`config.mk`:
```
export PLATFORM = sky130hd
export DESIGN_NAME = tpwm_top
export DESIGN_NICKNAME = d
export VERILOG_FILES = /design/src/include/tpwm_pkg.sv /design/src/design/tpwm_channel.sv /design/src/design/tpwm_top.sv
export SDC_FILE = /design/constraint.sdc
export NUM_CORES = 1
export LEC_CHECK = 0
export BUFFER_PORTS_ARGS = -buffer_cell sky130_fd_sc_hd__buf_4
export CORE_AREA = 3 3 159 161
export DETAILED_ROUTE_END_ITERATION = 12
export DIE_AREA = 0 0 162 164
export HOLD_SLACK_MARGIN = 0.1
export PLACE_DENSITY_LB_ADDON = 0.15
export SYNTH_ARGS = -nofsm -noshare
export SYNTH_HDL_FRONTEND = slang
export SYNTH_SLANG_ARGS = --single-unit
```
`constraint.sdc`:
```
create_clock -name i_clk -period 4.9 [get_ports i_clk]
set_input_delay 0.245 -clock i_clk [delete_from_list [all_inputs] [get_ports i_clk]]
set_output_delay 0.245 -clock i_clk [all_outputs]
set_load 0.02 [all_outputs]
```
`src/include/tpwm_pkg.sv`:
```
// Package with register map, field positions and reset values of the triple PWM unit
package tpwm_pkg;

  // ****************************************
  // Sizes
  // ****************************************
  localparam int TPWM_UNITS = 3;
  localparam int TPWM_CNT_W = 16;
  localparam int TPWM_ADDR_W = 8;
  localparam int TPWM_DATA_W = 32;

  // ****************************************
  // Register offsets
  // ****************************************
  localparam logic [7:0] TPWM_PERIOD_OFS = 8'h00;
  localparam logic [7:0] TPWM_WIDTH_OFS = 8'h04;
  localparam logic [7:0] TPWM_COUNT_OFS = 8'h08;
  localparam logic [7:0] TPWM_UNIT_STRIDE = 8'h10;
  localparam logic [7:0] TPWM_CTRL_OFS = 8'h30;
  localparam logic [7:0] TPWM_STATUS_OFS = 8'h34;

  // ****************************************
  // Control fields (write 1 to act)
  // ****************************************
  localparam int TPWM_START_ALL_BIT = 0;
  localparam int TPWM_HALT_ONE_BIT = 1;
  localparam int TPWM_HALT_TWO_BIT = 2;

  // ****************************************
  // Reset values
  // ****************************************
  localparam logic [15:0] TPWM_PERIOD_RST = 16'hFFFF;
  localparam logic [15:0] TPWM_WIDTH_RST = 16'h0000;

endpackage : tpwm_pkg

```
`src/design/tpwm_channel.sv`:
```
// One pulse-width modulation channel: counter, wrap and compare
`timescale 1ns/10ps
`default_nettype none
module tpwm_channel
  import tpwm_pkg::*;
#(
  parameter int CNT_W = TPWM_CNT_W
) (
  input wire logic i_clk,
  input wire logic i_reset_n,
  input wire logic i_ce,
  input wire logic i_start,
  input wire logic i_halt,
  input wire logic [CNT_W-1:0] i_period,
  input wire logic [CNT_W-1:0] i_width,
  output logic o_run,
  output logic o_tick,
  output logic [CNT_W-1:0] o_count,
  output logic o_pwm
);

  logic run_q;
  logic [CNT_W-1:0] cnt_q;
  logic pwm_q;
  logic tick_q;
  wire logic wrap = (cnt_q >= i_period);
  wire logic [CNT_W-1:0] cnt_nx = wrap ? '0 : cnt_q + 1'b1;
  wire logic [CNT_W-1:0] cnt_d = i_start ? '0 : (run_q ? cnt_nx : cnt_q);
  wire logic run_d = i_start | (run_q & ~i_halt);

  always_ff @(posedge i_clk) begin
    if (!i_reset_n) begin
      run_q <= 1'b0;
      cnt_q <= '0;
      pwm_q <= 1'b0;
      tick_q <= 1'b0;
    end else if (i_ce) begin
      run_q <= run_d;
      cnt_q <= cnt_d;
      pwm_q <= run_d & (cnt_d < i_width);
      tick_q <= run_q & ~i_start & wrap;
    end
  end

  assign o_run = run_q;
  assign o_count = cnt_q;
  assign o_pwm = pwm_q;
  assign o_tick = tick_q;

endmodule : tpwm_channel
`default_nettype wire

```
`src/design/tpwm_top.sv`:
```
// Top of the triple PWM unit with register port
`timescale 1ns/10ps
`default_nettype none
module tpwm_top
  import tpwm_pkg::*;
#(
  parameter int CNT_W = TPWM_CNT_W
) (
  input wire logic i_clk,
  input wire logic i_reset_n,
  input wire logic i_ce,
  input wire logic [TPWM_ADDR_W-1:0] i_addr,
  input wire logic [TPWM_DATA_W-1:0] i_wdata,
  input wire logic i_wr,
  input wire logic i_rd,
  output logic [TPWM_DATA_W-1:0] o_rdata,
  output logic [TPWM_UNITS-1:0] o_pwm,
  output logic o_sys_tick
);

  // ****************************************
  // Registers and decode
  // ****************************************
  logic [CNT_W-1:0] period_q [TPWM_UNITS];
  logic [CNT_W-1:0] width_q [TPWM_UNITS];
  logic [CNT_W-1:0] count_w [TPWM_UNITS];
  logic [TPWM_UNITS-1:0] run_w;
  logic [TPWM_UNITS-1:0] pwm_w;
  logic [TPWM_UNITS-1:0] tick_w;
  logic [TPWM_DATA_W-1:0] rdata_q;
  logic [TPWM_UNITS-1:0] pwm_q;
  logic tick_q;
  logic [TPWM_DATA_W-1:0] rmux;

  function automatic logic [7:0] reg_addr(input int unit, input logic [7:0] ofs);
    reg_addr = 8'(unit * TPWM_UNIT_STRIDE) + ofs;
  endfunction : reg_addr

  wire logic ctrl_wr = i_wr && (i_addr == TPWM_CTRL_OFS);
  wire logic start_all_units = ctrl_wr & i_wdata[TPWM_START_ALL_BIT];
  wire logic halt_unit_one = ctrl_wr & i_wdata[TPWM_HALT_ONE_BIT];
  wire logic halt_unit_two = ctrl_wr & i_wdata[TPWM_HALT_TWO_BIT];
  // Unit zero cannot be halted
  wire logic [TPWM_UNITS-1:0] halt_vec = {halt_unit_two, halt_unit_one, 1'b0};

  always_comb begin
    rmux = '0;
    for (int u = 0; u < TPWM_UNITS; u++) begin
      if (i_addr == reg_addr(u, TPWM_PERIOD_OFS)) rmux = TPWM_DATA_W'(period_q[u]);
      if (i_addr == reg_addr(u, TPWM_WIDTH_OFS)) rmux = TPWM_DATA_W'(width_q[u]);
      if (i_addr == reg_addr(u, TPWM_COUNT_OFS)) rmux = TPWM_DATA_W'(count_w[u]);
    end
    if (i_addr == TPWM_STATUS_OFS) rmux = TPWM_DATA_W'(run_w);
  end

  // ****************************************
  // Register writes and read data
  // ****************************************
  always_ff @(posedge i_clk) begin
    if (!i_reset_n) begin
      for (int u = 0; u < TPWM_UNITS; u++) begin
        period_q[u] <= CNT_W'(TPWM_PERIOD_RST);
        width_q[u] <= CNT_W'(TPWM_WIDTH_RST);
      end
      rdata_q <= '0;
    end else if (i_ce) begin
      for (int u = 0; u < TPWM_UNITS; u++) begin
        if (i_wr && i_addr == reg_addr(u, TPWM_PERIOD_OFS)) period_q[u] <= i_wdata[CNT_W-1:0];
        if (i_wr && i_addr == reg_addr(u, TPWM_WIDTH_OFS)) width_q[u] <= i_wdata[CNT_W-1:0];
      end
      rdata_q <= i_rd ? rmux : '0;
    end
  end

  // ****************************************
  // Channels
  // ****************************************
  for (genvar g = 0; g < TPWM_UNITS; g++) begin : g_unit
    tpwm_channel #(.CNT_W(CNT_W)) u_chan (
      .i_clk(i_clk),
      .i_reset_n(i_reset_n),
      .i_ce(i_ce),
      .i_start(start_all_units),
      .i_halt(halt_vec[g]),
      .i_period(period_q[g]),
      .i_width(width_q[g]),
      .o_run(run_w[g]),
      .o_tick(tick_w[g]),
      .o_count(count_w[g]),
      .o_pwm(pwm_w[g])
    );
  end

  always_ff @(posedge i_clk) begin
    if (!i_reset_n) begin
      pwm_q <= '0;
      tick_q <= 1'b0;
    end else if (i_ce) begin
      pwm_q <= pwm_w;
      tick_q <= tick_w[0];
    end
  end

  assign o_rdata = rdata_q;
  assign o_pwm = pwm_q;
  assign o_sys_tick = tick_q;

  // ****************************************
  // Checks
  // ****************************************
  start_sync_a: assert property (@(posedge i_clk) disable iff (!i_reset_n)
    (i_ce && start_all_units) |=> (run_w == '1 && count_w[0] == '0 && count_w[2] == '0))
    else $error("start did not launch all units together");
  unit0_nohalt_a: assert property (@(posedge i_clk) disable iff (!i_reset_n)
    (i_ce && run_w[0]) |=> run_w[0])
    else $error("unit zero stopped");
  halt_one_a: assert property (@(posedge i_clk) disable iff (!i_reset_n)
    (i_ce && halt_unit_one && !start_all_units) |=> !run_w[1])
    else $error("unit one kept running after halt");
  count_adv_a: assert property (@(posedge i_clk) disable iff (!i_reset_n)
    (i_ce && run_w[0] && !start_all_units && count_w[0] < period_q[0])
    |=> count_w[0] == $past(count_w[0]) + 1'b1)
    else $error("count did not advance");
  wrap_zero_a: assert property (@(posedge i_clk) disable iff (!i_reset_n)
    (i_ce && run_w[1] && !halt_unit_one && count_w[1] >= period_q[1]) |=> count_w[1] == '0)
    else $error("count did not wrap");
  pwm_cmp_a: assert property (@(posedge i_clk) disable iff (!i_reset_n)
    (i_ce && run_w[2]) |=> ##1 ($past(i_ce) -> o_pwm[2] == $past(run_w[2] && count_w[2] < width_q[2])))
    else $error("pwm output does not match compare");
  stop_idle_a: assert property (@(posedge i_clk) disable iff (!i_reset_n)
    (i_ce && !run_w[1] && !start_all_units) |=> (count_w[1] == $past(count_w[1]) && !pwm_w[1]))
    else $error("stopped unit not idle");
  sys_tick_a: assert property (@(posedge i_clk) disable iff (!i_reset_n)
    (i_ce && run_w[0] && !start_all_units && count_w[0] >= period_q[0]) |=> ##1 ($past(i_ce) -> o_sys_tick))
    else $error("system tick missing");
  read_data_a: assert property (@(posedge i_clk) disable iff (!i_reset_n)
    (i_ce && i_rd && i_addr == TPWM_PERIOD_OFS) |=> o_rdata == TPWM_DATA_W'($past(period_q[0])))
    else $error("period read back wrong");

  // ****************************************
  // Checks on reads, writes, halts, freeze, reset, start, counting, wrap, tick and outputs
  // ****************************************
  halt_two_a: assert property (@(posedge i_clk) disable iff (!i_reset_n)
    (i_ce && halt_unit_two && !start_all_units) |=> !run_w[2])
    else $error("unit two kept running after halt");
  rdata_idle_a: assert property (@(posedge i_clk) disable iff (!i_reset_n)
    (i_ce && !i_rd) |=> o_rdata == '0)
    else $error("read data not cleared");
  reset_idle_a: assert property (@(posedge i_clk)
    !i_reset_n |=> (run_w == '0 && o_pwm == '0 && !o_sys_tick && count_w[0] == '0))
    else $error("reset did not idle the units");
  width_read_a: assert property (@(posedge i_clk) disable iff (!i_reset_n)
    (i_ce && i_rd && i_addr == TPWM_WIDTH_OFS) |=> o_rdata == TPWM_DATA_W'($past(width_q[0])))
    else $error("width read back wrong");
  status_read_a: assert property (@(posedge i_clk) disable iff (!i_reset_n)
    (i_ce && i_rd && i_addr == TPWM_STATUS_OFS) |=> o_rdata == TPWM_DATA_W'($past(run_w)))
    else $error("status read back wrong");
  count_read_a: assert property (@(posedge i_clk) disable iff (!i_reset_n)
    (i_ce && i_rd && i_addr == TPWM_COUNT_OFS) |=> o_rdata == TPWM_DATA_W'($past(count_w[0])))
    else $error("count read back wrong");
  ce_freeze_a: assert property (@(posedge i_clk) disable iff (!i_reset_n)
    !i_ce |=> (count_w[0] == $past(count_w[0]) && run_w == $past(run_w) && o_rdata == $past(o_rdata)))
    else $error("state moved while clock enable low");
  stay_stopped_a: assert property (@(posedge i_clk) disable iff (!i_reset_n)
    (i_ce && !run_w[2] && !start_all_units) |=> !run_w[2])
    else $error("stopped unit started without start");
  halt_keep_a: assert property (@(posedge i_clk) disable iff (!i_reset_n)
    (i_ce && !run_w[2] && !start_all_units) |=> count_w[2] == $past(count_w[2]))
    else $error("halted unit count moved");
  start_count_a: assert property (@(posedge i_clk) disable iff (!i_reset_n)
    (i_ce && start_all_units) |=> count_w[1] == '0)
    else $error("unit one not restarted at zero");
  unit1_pwm_a: assert property (@(posedge i_clk) disable iff (!i_reset_n)
    (i_ce && run_w[1]) |=> ##1 ($past(i_ce) -> o_pwm[1] == $past(run_w[1] && count_w[1] < width_q[1])))
    else $error("unit one output does not match compare");
  unit0_pwm_a: assert property (@(posedge i_clk) disable iff (!i_reset_n)
    (i_ce && run_w[0]) |=> ##1 ($past(i_ce) -> o_pwm[0] == $past(run_w[0] && count_w[0] < width_q[0])))
    else $error("unit zero output does not match compare");
  count_adv1_a: assert property (@(posedge i_clk) disable iff (!i_reset_n)
    (i_ce && run_w[1] && !start_all_units && !halt_unit_one && count_w[1] < period_q[1])
    |=> count_w[1] == $past(count_w[1]) + 1'b1)
    else $error("unit one count did not advance");
  count_adv2_a: assert property (@(posedge i_clk) disable iff (!i_reset_n)
    (i_ce && run_w[2] && !start_all_units && !halt_unit_two && count_w[2] < period_q[2])
    |=> count_w[2] == $past(count_w[2]) + 1'b1)
    else $error("unit two count did not advance");
  wrap_zero0_a: assert property (@(posedge i_clk) disable iff (!i_reset_n)
    (i_ce && run_w[0] && count_w[0] >= period_q[0]) |=> count_w[0] == '0)
    else $error("unit zero count did not wrap");
  wrap_zero2_a: assert property (@(posedge i_clk) disable iff (!i_reset_n)
    (i_ce && run_w[2] && !halt_unit_two && count_w[2] >= period_q[2]) |=> count_w[2] == '0)
    else $error("unit two count did not wrap");
  tick_only_a: assert property (@(posedge i_clk) disable iff (!i_reset_n)
    (i_ce && !(run_w[0] && !start_all_units && count_w[0] >= period_q[0]))
    |=> ##1 ($past(i_ce) -> !o_sys_tick))
    else $error("system tick without wrap");
  pwm_idle0_a: assert property (@(posedge i_clk) disable iff (!i_reset_n)
    (i_ce && !run_w[0] && !start_all_units) |=> ##1 ($past(i_ce) -> !o_pwm[0]))
    else $error("stopped unit zero output active");
  pwm_idle2_a: assert property (@(posedge i_clk) disable iff (!i_reset_n)
    (i_ce && !run_w[2] && !start_all_units) |=> ##1 ($past(i_ce) -> !o_pwm[2]))
    else $error("halted unit two output active");
  width_write_a: assert property (@(posedge i_clk) disable iff (!i_reset_n)
    (i_ce && i_wr && i_addr == TPWM_UNIT_STRIDE + TPWM_WIDTH_OFS)
    |=> width_q[1] == $past(i_wdata[CNT_W-1:0]))
    else $error("width write lost");
  period_write_a: assert property (@(posedge i_clk) disable iff (!i_reset_n)
    (i_ce && i_wr && i_addr == TPWM_PERIOD_OFS) |=> period_q[0] == $past(i_wdata[CNT_W-1:0]))
    else $error("period write lost");

endmodule : tpwm_top
`default_nettype wire

```
After elaboration in Yosys (flattened, before gate mapping):

Memory sizes are Yosys's and may differ from the RTL's.
Index checks and enable logic that the tools add are counted.
Widths: inputs -> output; s select.

* register bits after elaboration: 91
* bits in writable memories: 96
* bits of input ports: 45
* output and inout bits: 36
* word-level logic and storage cells: 115
* memories: 2

Memories
* period_q: depth 3, width 16, read ports 3, clocked after Yosys merged registers in 0, wr ports 3, line tpwm_top.sv:24 `logic [CNT_W-1:0] period_q [TPWM_UNITS];`
* width_q: depth 3, width 16, read ports 3, clocked after Yosys merged registers in 0, wr ports 3, line tpwm_top.sv:25 `logic [CNT_W-1:0] width_q [TPWM_UNITS];`

* $add $sub $neg: 3
* $lt $le $gt $ge: 6
* equality and inequality tests: 10
* muxes and demuxes: 51
* bitwise operators: 22
* reduce and logical (&&, ||, !) cells: 8

Operators with widths (number)
* $mux 32: 10
* $mux 16: 16
* $add 16x1->16 const B: 3
* $ge 16x16->1: 3
* $lt 16x16->1: 3
* $eq 8x6->1 const B: 5
* $mux 1: 25
* $eq 8x5->1 const B: 3
* $and 1x1->1: 10
* $or 1x1->1: 9
* $eq 8x3->1 const B: 1
* $eq 8x4->1 const B: 1
* $logic_not 8->1: 1
* $logic_and 1x1->1: 7
* $not 1->1: 3

Depth between registers and ports, before layout:

Gate-level depths: netlist (run 1).

* word-level depth: 12
* gate-level depth with buffers: 19
* mapped depth without buffers: 17

Cells and area by module:

A second synthesis (run 1) with hierarchy kept.

* cells, all modules: 1363
* area, all modules: 12245.5 sq um

By module, submodules not included
* tpwm_channel: times used 3, cells an instance 296, area each 2222.1 sq um, seq. area each 380.4 sq um
* tpwm_top: times used 1, cells an instance 475, area each 5579.1 sq um, seq. area each 3283.1 sq um

Least setup slack after synthesis (run 1):

No wires, ideal clock.

* path kind: register to register
* from: register g_unit[2].u_chan.cnt_q[7]
* to: register g_unit[2].u_chan.pwm_q
* setup time: 0.117 ns
* data arrival time: 3.715 ns
* data required time: 4.783 ns
* setup slack: 1.067 ns
* stages on the path, launching flop included: 17
* path buffers: 2
* period minus slack after synthesis: 3.833 ns
* path through: dfxtp_1 > ha_1 > nand4_1 > a31oi_1 > a2111oi_0 > o211ai_1 > a21o_1 > clkbuf_1 > clkbuf_1 > nor2_1 > ha_1 > nand3_1 > nor2_1 > nand3_1 > or4_1 > a2111o_1 > a32o_1

* cells in the longest elaborated chain, start to end: 6
* elaborated cells between the ends (all ways): 7
* those cells by class: 1 x add/sub; 2 x order compare; 3 x mux; 1 x bitwise

Ends and longest elaborated chain
* from (decl): line tpwm_channel.sv:23 `logic [CNT_W-1:0] cnt_q;`
* from (signal assigned): line tpwm_channel.sv:39 `cnt_q <= cnt_d;`
* $add 16x1->16 / $ge 16x16->1 (equally long branches): line tpwm_channel.sv:27, tpwm_channel.sv:26
* $mux 16: line tpwm_channel.sv:27 `wire logic [CNT_W-1:0] cnt_nx = wrap ? '0 : cnt_q + 1'b1;`
* $mux 16 (*) (2 in series): line tpwm_channel.sv:28 `wire logic [CNT_W-1:0] cnt_d = i_start ? '0 : (run_q ? cnt_nx : cnt_q);`
* named net g_unit[2].u_chan.cnt_d[7]: line tpwm_channel.sv:28
* $lt 16x16->1 (*): line tpwm_channel.sv:40 `pwm_q <= run_d & (cnt_d < i_width);`
* $and 1x1->1 (*): line tpwm_channel.sv:40
* to (signal assigned): line tpwm_channel.sv:40
* to (decl): line tpwm_channel.sv:24 `logic pwm_q;`

Mark *: on every way through the listed nets, which the timed path passes. The rest lies on a longest branch.
A chain may end at the register's enable or synchronous reset.

==> results of run 1 <==
[final cells by class]
type / count / area, um2 / area share [%]
multi-input cells: 919 / 6050 / 48.8
well taps: 324 / 405 / 3.27
clock buffers: 19 / 443 / 3.57
repair buffers: 82 / 616 / 4.96
flip-flops and latches: 171 / 4380 / 35.3
clock inverters: 13 / 128 / 1.03
inverters: 100 / 375 / 3.03
[power groups by stage]
stage / Clock, W / Combinational (W) / Sequential [W]
finish: 0.00134 / 0.000260 / 0.00159
global placement: 0 / 0.000251 / 0.00162
CTS: 0.00135 / 0.000255 / 0.00158
detailed placement: 0 / 0.000253 / 0.00162
floorplan: 0 / 0.000168 / 0.00160
global route: 0.00141 / 0.000282 / 0.00159
[cells by family (layout without fill, tap and decap cells)]
group	count (synthesis)	count (layout)	synth area share [%]
XOR/XNOR	61	61	4.78
flip-flops	171	171	39.2
buffers and inverters	190	214	7.20
adder cells (fa/ha/maj)	96	96	10.7
multiplexers	31	31	2.90
AND/OR/NAND/NOR	431	431	19.0
other	1	16	0.0335
AO/OA/AOI/OAI	284	284	16.1
[through the flow]
step                cells  power, W  hold slack (ns)  setup slack [ns]  utilization, %
finish               1628   0.00318            0.143             0.632            51.5
global route         1628   0.00328            0.165             0.375            51.5
CTS                  1628   0.00319            0.130             0.717            51.5
detailed placement   1596   0.00187            0.452             0.764            49.1
global placement     1596   0.00187            0.436             0.823            49.1
floorplan            1280   0.00177            0.436              1.07               -
[critical path, cell delays in order (launching register included)]
cell	delay, ns
edfxtp_1	0.35
inv_1	0.05
ha_1	0.31
nand4_1	0.20
nor4_1	0.33
o211ai_1	0.15
o211ai_1	0.16
a21o_1	0.61
nor2_1	0.13
ha_1	0.33
nand3_1	0.11
nor2_1	0.18
nand3_1	0.09
or4_1	0.51
a2111o_1	0.40
a32o_1	0.25
[flip-flops by register name (all words and copies together), names as in the netlist]
signal / flops
g_unit.u_chan.o_count: 48
period_q: 48
width_q: 48
o_rdata: 16
g_unit.u_chan.o_pwm: 3
g_unit.u_chan.o_run: 3
o_pwm: 3
g_unit.u_chan.o_tick: 1
o_sys_tick: 1
[cell usage after synthesis (5+ instances only)]
cell / n / area (um2)
inv_1: 99 / 372
a211oi_1: 11 / 82.6
o21a_1: 8 / 60.1
or3_1: 22 / 138
a21oi_1: 65 / 325
mux2i_1: 29 / 290
a21o_1: 15 / 113
a31oi_1: 16 / 100
dfxtp_1: 75 / 1500
and2_1: 21 / 131
nand3_1: 62 / 310
o211ai_1: 12 / 90.1
nor3_1: 14 / 70.1
buf_4: 18 / 135
nand2b_1: 7 / 43.8
ha_1: 96 / 1200
nand4_1: 29 / 181
and3_1: 20 / 125
a22oi_1: 19 / 143
edfxtp_1: 96 / 2880
o221ai_1: 5 / 43.8
a22o_1: 7 / 61.3
a221oi_1: 7 / 61.3
xor2_1: 42 / 368
o2111ai_1: 5 / 43.8
clkbuf_1: 62 / 233
or4_1: 9 / 67.6
nor2b_1: 9 / 56.3
nor2_1: 114 / 428
xnor2_1: 19 / 166
buf_1: 5 / 18.8
nand2_1: 101 / 379
o21ai_0: 84 / 420
[final timing paths]
path                        start                endpoint  slack [ns]  cells past startpoint
hold reg to reg        o_rdata[4]              o_rdata[4]        0.46                      2
setup / recovery  period_q[0][47]  g_unit[2].u_chan.o_pwm        0.63                     15
hold / removal        i_wdata[14]          width_q[0][14]        0.14                      2
setup reg to reg  period_q[0][47]  g_unit[2].u_chan.o_pwm        0.63                     15
[per-layer routing]
metal  track usage [%]  vias to the layer above
met5                 0                        -
met4              11.4                        0
met3              5.62                       87
met2              43.5                      483
met1              38.8                     4697
li1                  -                     4588
==> flow_summary.yaml, run 1 <==
cells_and_area:
  final.fill_count: 2312
  areaGrowthSynthToFinish_pct: 10.9
  final_common_cell: "nor2_1"
  final_cell_mix: "nor2_1, nand2_1, inv_1"
  n_antenna_cell: 0
  design_area_um2: 12400
  drive_gt1_share_pct: 9.28
  layout.nets: 1432
die:
  pin_count: 81
  core_um2: 24100
  die_area_um2: 26600
  die_h_um: 164
  die_x_um: 162
  initial_core_util_pct: 46.4
  rows: 57
worst_setup_path:
  worstPathRequired_ns: 5.23
  start_kind: "register"
  crit_fanout: 21
  end_kind: "register"
  path_class: "register to register"
  arrival_ns: 4.60
cts:
  numCtsBuffers: 17
  htree_levels: 4
  cts.clk_slew.worst_paths_ns: 0.08
  insertion_delay_ns: 0.45
  postCtsHoldBufs: 0
  clkSinkCount: 171
  post_cts_resized: 0
  post-cts-setup-buffers: 0
  cts_tree: "yes"
  clk_path_buf_depth: 2
  cts-root-buf: "clkbuf_16"
global_routing:
  gr-total-overflow: 0
  grt_max_degree: 45
  antenna_found_initial: 0
  grt.total_usage_pct: 28.1
  grt_pass1_wl_um: 56000
  first_global_vias: 9230
timing:
  hold_viol_final: 0
  slew_headroom_pct: 17.6
  fin_skew_ns: 0.00923
  worst_pin_slew_ns: 1.23
  setup_viol: 0
  fin_crit_ns: 4.27
  fin_setup_tns_ns: 0
  slew_viol_final: 0
  period_share_pct: 87.1
  fmax_mhz: 234
  rsz0062_at_grt: "no"
synthesis:
  yosysSeqAreaShare_pct: 39.2
  ys_seq_elements: 171
  synth_edf_count: 96
  yosys_warnings: 0
  syn_avg_cell_area_um2: 8.84
  async_reset_ff_share_pct: 0
  synthFlopType: "edfxtp_1"
  synth_cell_type_count: 68
  syn_area_um2: 11200
  synth_cells: 1265
detailed_routing:
  top_layer_used: "met4"
  postRouteAntennaNets: 0
  drt_iter0_markers: 1248
  dr.pass1.iters: 7
  wirelength_met1_um: 15700
  drc_errors: 0
  dr_wl_met2_um: 16400
  vias: 9855
  wl_um: 37200
  routed-wl-met3_um: 3700
  via_per_inst: 6.05
  routedWlPerCell_um: 22.9
power_and_ir_drop:
  p_sw_share_pct: 27.2
  power.share.sequential_pct: 49.8
  power_frac_clock_pct: 42.0
  peakVddDrop_uv: 143
  comb_power_share_pct: 8.2
  p_switching_w: 0.000866
  p_int_w: 0.00232
  powerDensity_nw_per_um2: 257
  p_leak_nw: 5.26
status:
  status: "complete, no violations"
worst_hold_path:
  hp-class: "input port to register"
run:
  drv_cap: 0
place:
  portBuffers: 48
  placed_cell_area_um2: 11800
  place.gp.congestion: 1.01
  dp_hpwl_um: 28300
Power figures use the tool's default switching activity.
==> run 2, diff against run 1 <==
==> constraint.sdc (replaced) <==
create_clock -name i_clk -period 4.9 [get_ports i_clk]
set_input_delay 0.49 -clock i_clk [delete_from_list [all_inputs] [get_ports i_clk]]
set_output_delay 0.49 -clock i_clk [all_outputs]
set_load 0.02 [all_outputs]
==> run 2 against run 1 <==
- first-iteration DRC count increased by 8.3%
- register-to-register slack is essentially flat
- utilization increased by 0.37 points
- global-route usage is 0.22 points lower
- setup slack better by 0.0021 ns
- sequential share of layout area is 0.25 points lower
- worst hold slack better by 0.24 ns
- final area grew 0.73%
- fmax about the same
- total power grew 1.0%
- routed wire length up 0.40%
- via count shrank 0.20%
- critical endpoint unchanged
- largest cell class unchanged
- highest routed layer unchanged
==> flow_summary.yaml, run 2 (synthesized netlist as in run 1, its figures left out) <==
die:
  die_h_um: 164
  rows: 57
  die_x_um: 162
  die_area_um2: 26600
  initial_core_util_pct: 46.4
  pin_count: 81
  core_um2: 24100
timing:
  fmax_mhz: 234
  worst_pin_slew_ns: 1.16
  hold_viol_final: 0
  slew_viol_final: 0
  final.setup.worst_slack_ns: 0.634
  period_share_pct: 87.1
  rsz0062_at_grt: "no"
  fin_setup_tns_ns: 0
  setup_viol: 0
  fin_crit_ns: 4.27
  slew_headroom_pct: 22.5
  fin_skew_ns: 0.0167
detailed_routing:
  via_per_inst: 6.00
  vias: 9835
  postRouteAntennaNets: 0
  drt_iter0_markers: 1351
  drc_errors: 0
  wl_um: 37400
  dr.pass1.iters: 5
  routedWlPerCell_um: 22.8
worst_hold_path:
  hp-class: "input port to register"
global_routing:
  first_global_vias: 8987
  grt.total_usage_pct: 27.9
  grt_max_degree: 44
  antenna_found_initial: 0
  grt_pass1_wl_um: 55500
  gr-total-overflow: 0
worst_setup_path:
  slowest_delay_ns: 0.61
  critical_path.cell_chain: "inv_1 -> ha_1 -> nand4_1 -> nor4_1 -> o211ai_1 -> o211ai_1 -> a21o_1 -> nor2_1 -> ha_1 -> nand3_1 -> nor2_1 -> nand3_1 -> or4_1 -> a2111o_1 -> a32o_1"
  crit_slowest_cell: "a21o_1"
  crit_cells: 15
  worstPathRequired_ns: 5.24
  crit_fanout: 21
  r2r-start: "period_q[0][44]"
  endpoint: "g_unit[2].u_chan.o_pwm"
  worst-path-buf-inv: 1
  rrSetupSlack_ns: 0.63
  startpoint: "period_q[0][44]"
  start_kind: "register"
  r2r-end: "g_unit[2].u_chan.o_pwm"
  end_kind: "register"
  reg2reg_depth: 15
  cp_top_family: "compound AO/OA/AOI/OAI gates"
  arrival_ns: 4.61
  path_class: "register to register"
cells_and_area:
  final_common_cell: "nor2_1"
  final_cell_mix: "nor2_1, nand2_1, inv_1"
  n_antenna_cell: 0
  areaGrowthSynthToFinish_pct: 11.7
  layout.nets: 1442
  drive_gt1_share_pct: 10.0
  final_cells: 1638
place:
  pre_cts_ws_ns: 0.705
  dp_hpwl_um: 28400
  portBuffers: 48
  place.gp.congestion: 0.970
  dpl.cell_count: 1606
cts:
  cts_tree: "yes"
  htree_levels: 4
  cts-root-buf: "clkbuf_16"
  cts.clk_slew.worst_paths_ns: 0.08
  post-cts-setup-buffers: 0
  numCtsBuffers: 17
  clk_path_buf_depth: 2
  insertion_delay_ns: 0.45
  clkSinkCount: 171
  post_cts_resized: 0
  postCtsHoldBufs: 0
power_and_ir_drop:
  p_leak_nw: 5.32
  peakVddDrop_uv: 166
  powerDensity_nw_per_um2: 258
  power.total_w: 0.00322
status:
  status: "complete, no violations"
run:
  drv_cap: 0
==> run 2: cell type report <==
| type | instances | area [um2] |
|---|---|---|
| Fill cell | 2383 | 11600 |
| Multi-Input combinational cell | 919 | 6050 |
| Sequential cell | 171 | 4380 |
| Timing Repair Buffer | 92 | 691 |
| Clock buffer | 18 | 439 |
| Tap cell | 324 | 405 |
| Inverter | 100 | 375 |
| Clock inverter | 14 | 146 |
==> run 2: worst min-delay path by stage <==
stage	start	to	slack, ns	depth (start not counted)
after floorplan	g_unit[2].u_chan.o_pwm	g_unit[2].u_chan.o_pwm	0.44	1
after global placement	o_rdata[3]	o_rdata[3]	0.44	1
after detailed placement	o_rdata[3]	o_rdata[3]	0.45	1
after CTS	i_rd	o_rdata[2]	0.37	3
after global routing	i_rd	o_rdata[2]	0.43	3
final	i_rd	o_rdata[2]	0.39	3
==> run 2: per-layer routing <==
layer	share of wire (%)	GRT usage (%)
met1	43	39.6
met2	43	42.4
met3	9.4	5.12
met4	4.3	11.1
met5	0	0
==> run 2: where the power goes <==
part	leakage (nW)	switching, W	internal [W]	total, W
registers	1.54	0.0000351	0.00155	0.00159
clock network	0.287	0.000674	0.000695	0.00137
logic	3.49	0.000181	0.0000798	0.000260
total	5.32	0.000889	0.00233	0.00322
==> run 2: worst reg2reg max path, delay by kind of cell (launching register included) <==
family | cells | cell delay (ns)
flops | 1 | 0.39
compound gates | 5 | 1.56
simple gates | 7 | 1.54
buf+inv | 1 | 0.06
fa+ha+maj | 2 | 0.60
==> run 2: per-stage QoR <==
stage	cell area [um2]	hold slack [ns]	util (%)
after floorplan	11200	0.442	-
after global placement	11900	0.439	49.4
after detailed placement	11900	0.446	49.4
after CTS	12500	0.374	51.8
after global routing	12500	0.427	51.8
final	12500	0.387	51.8
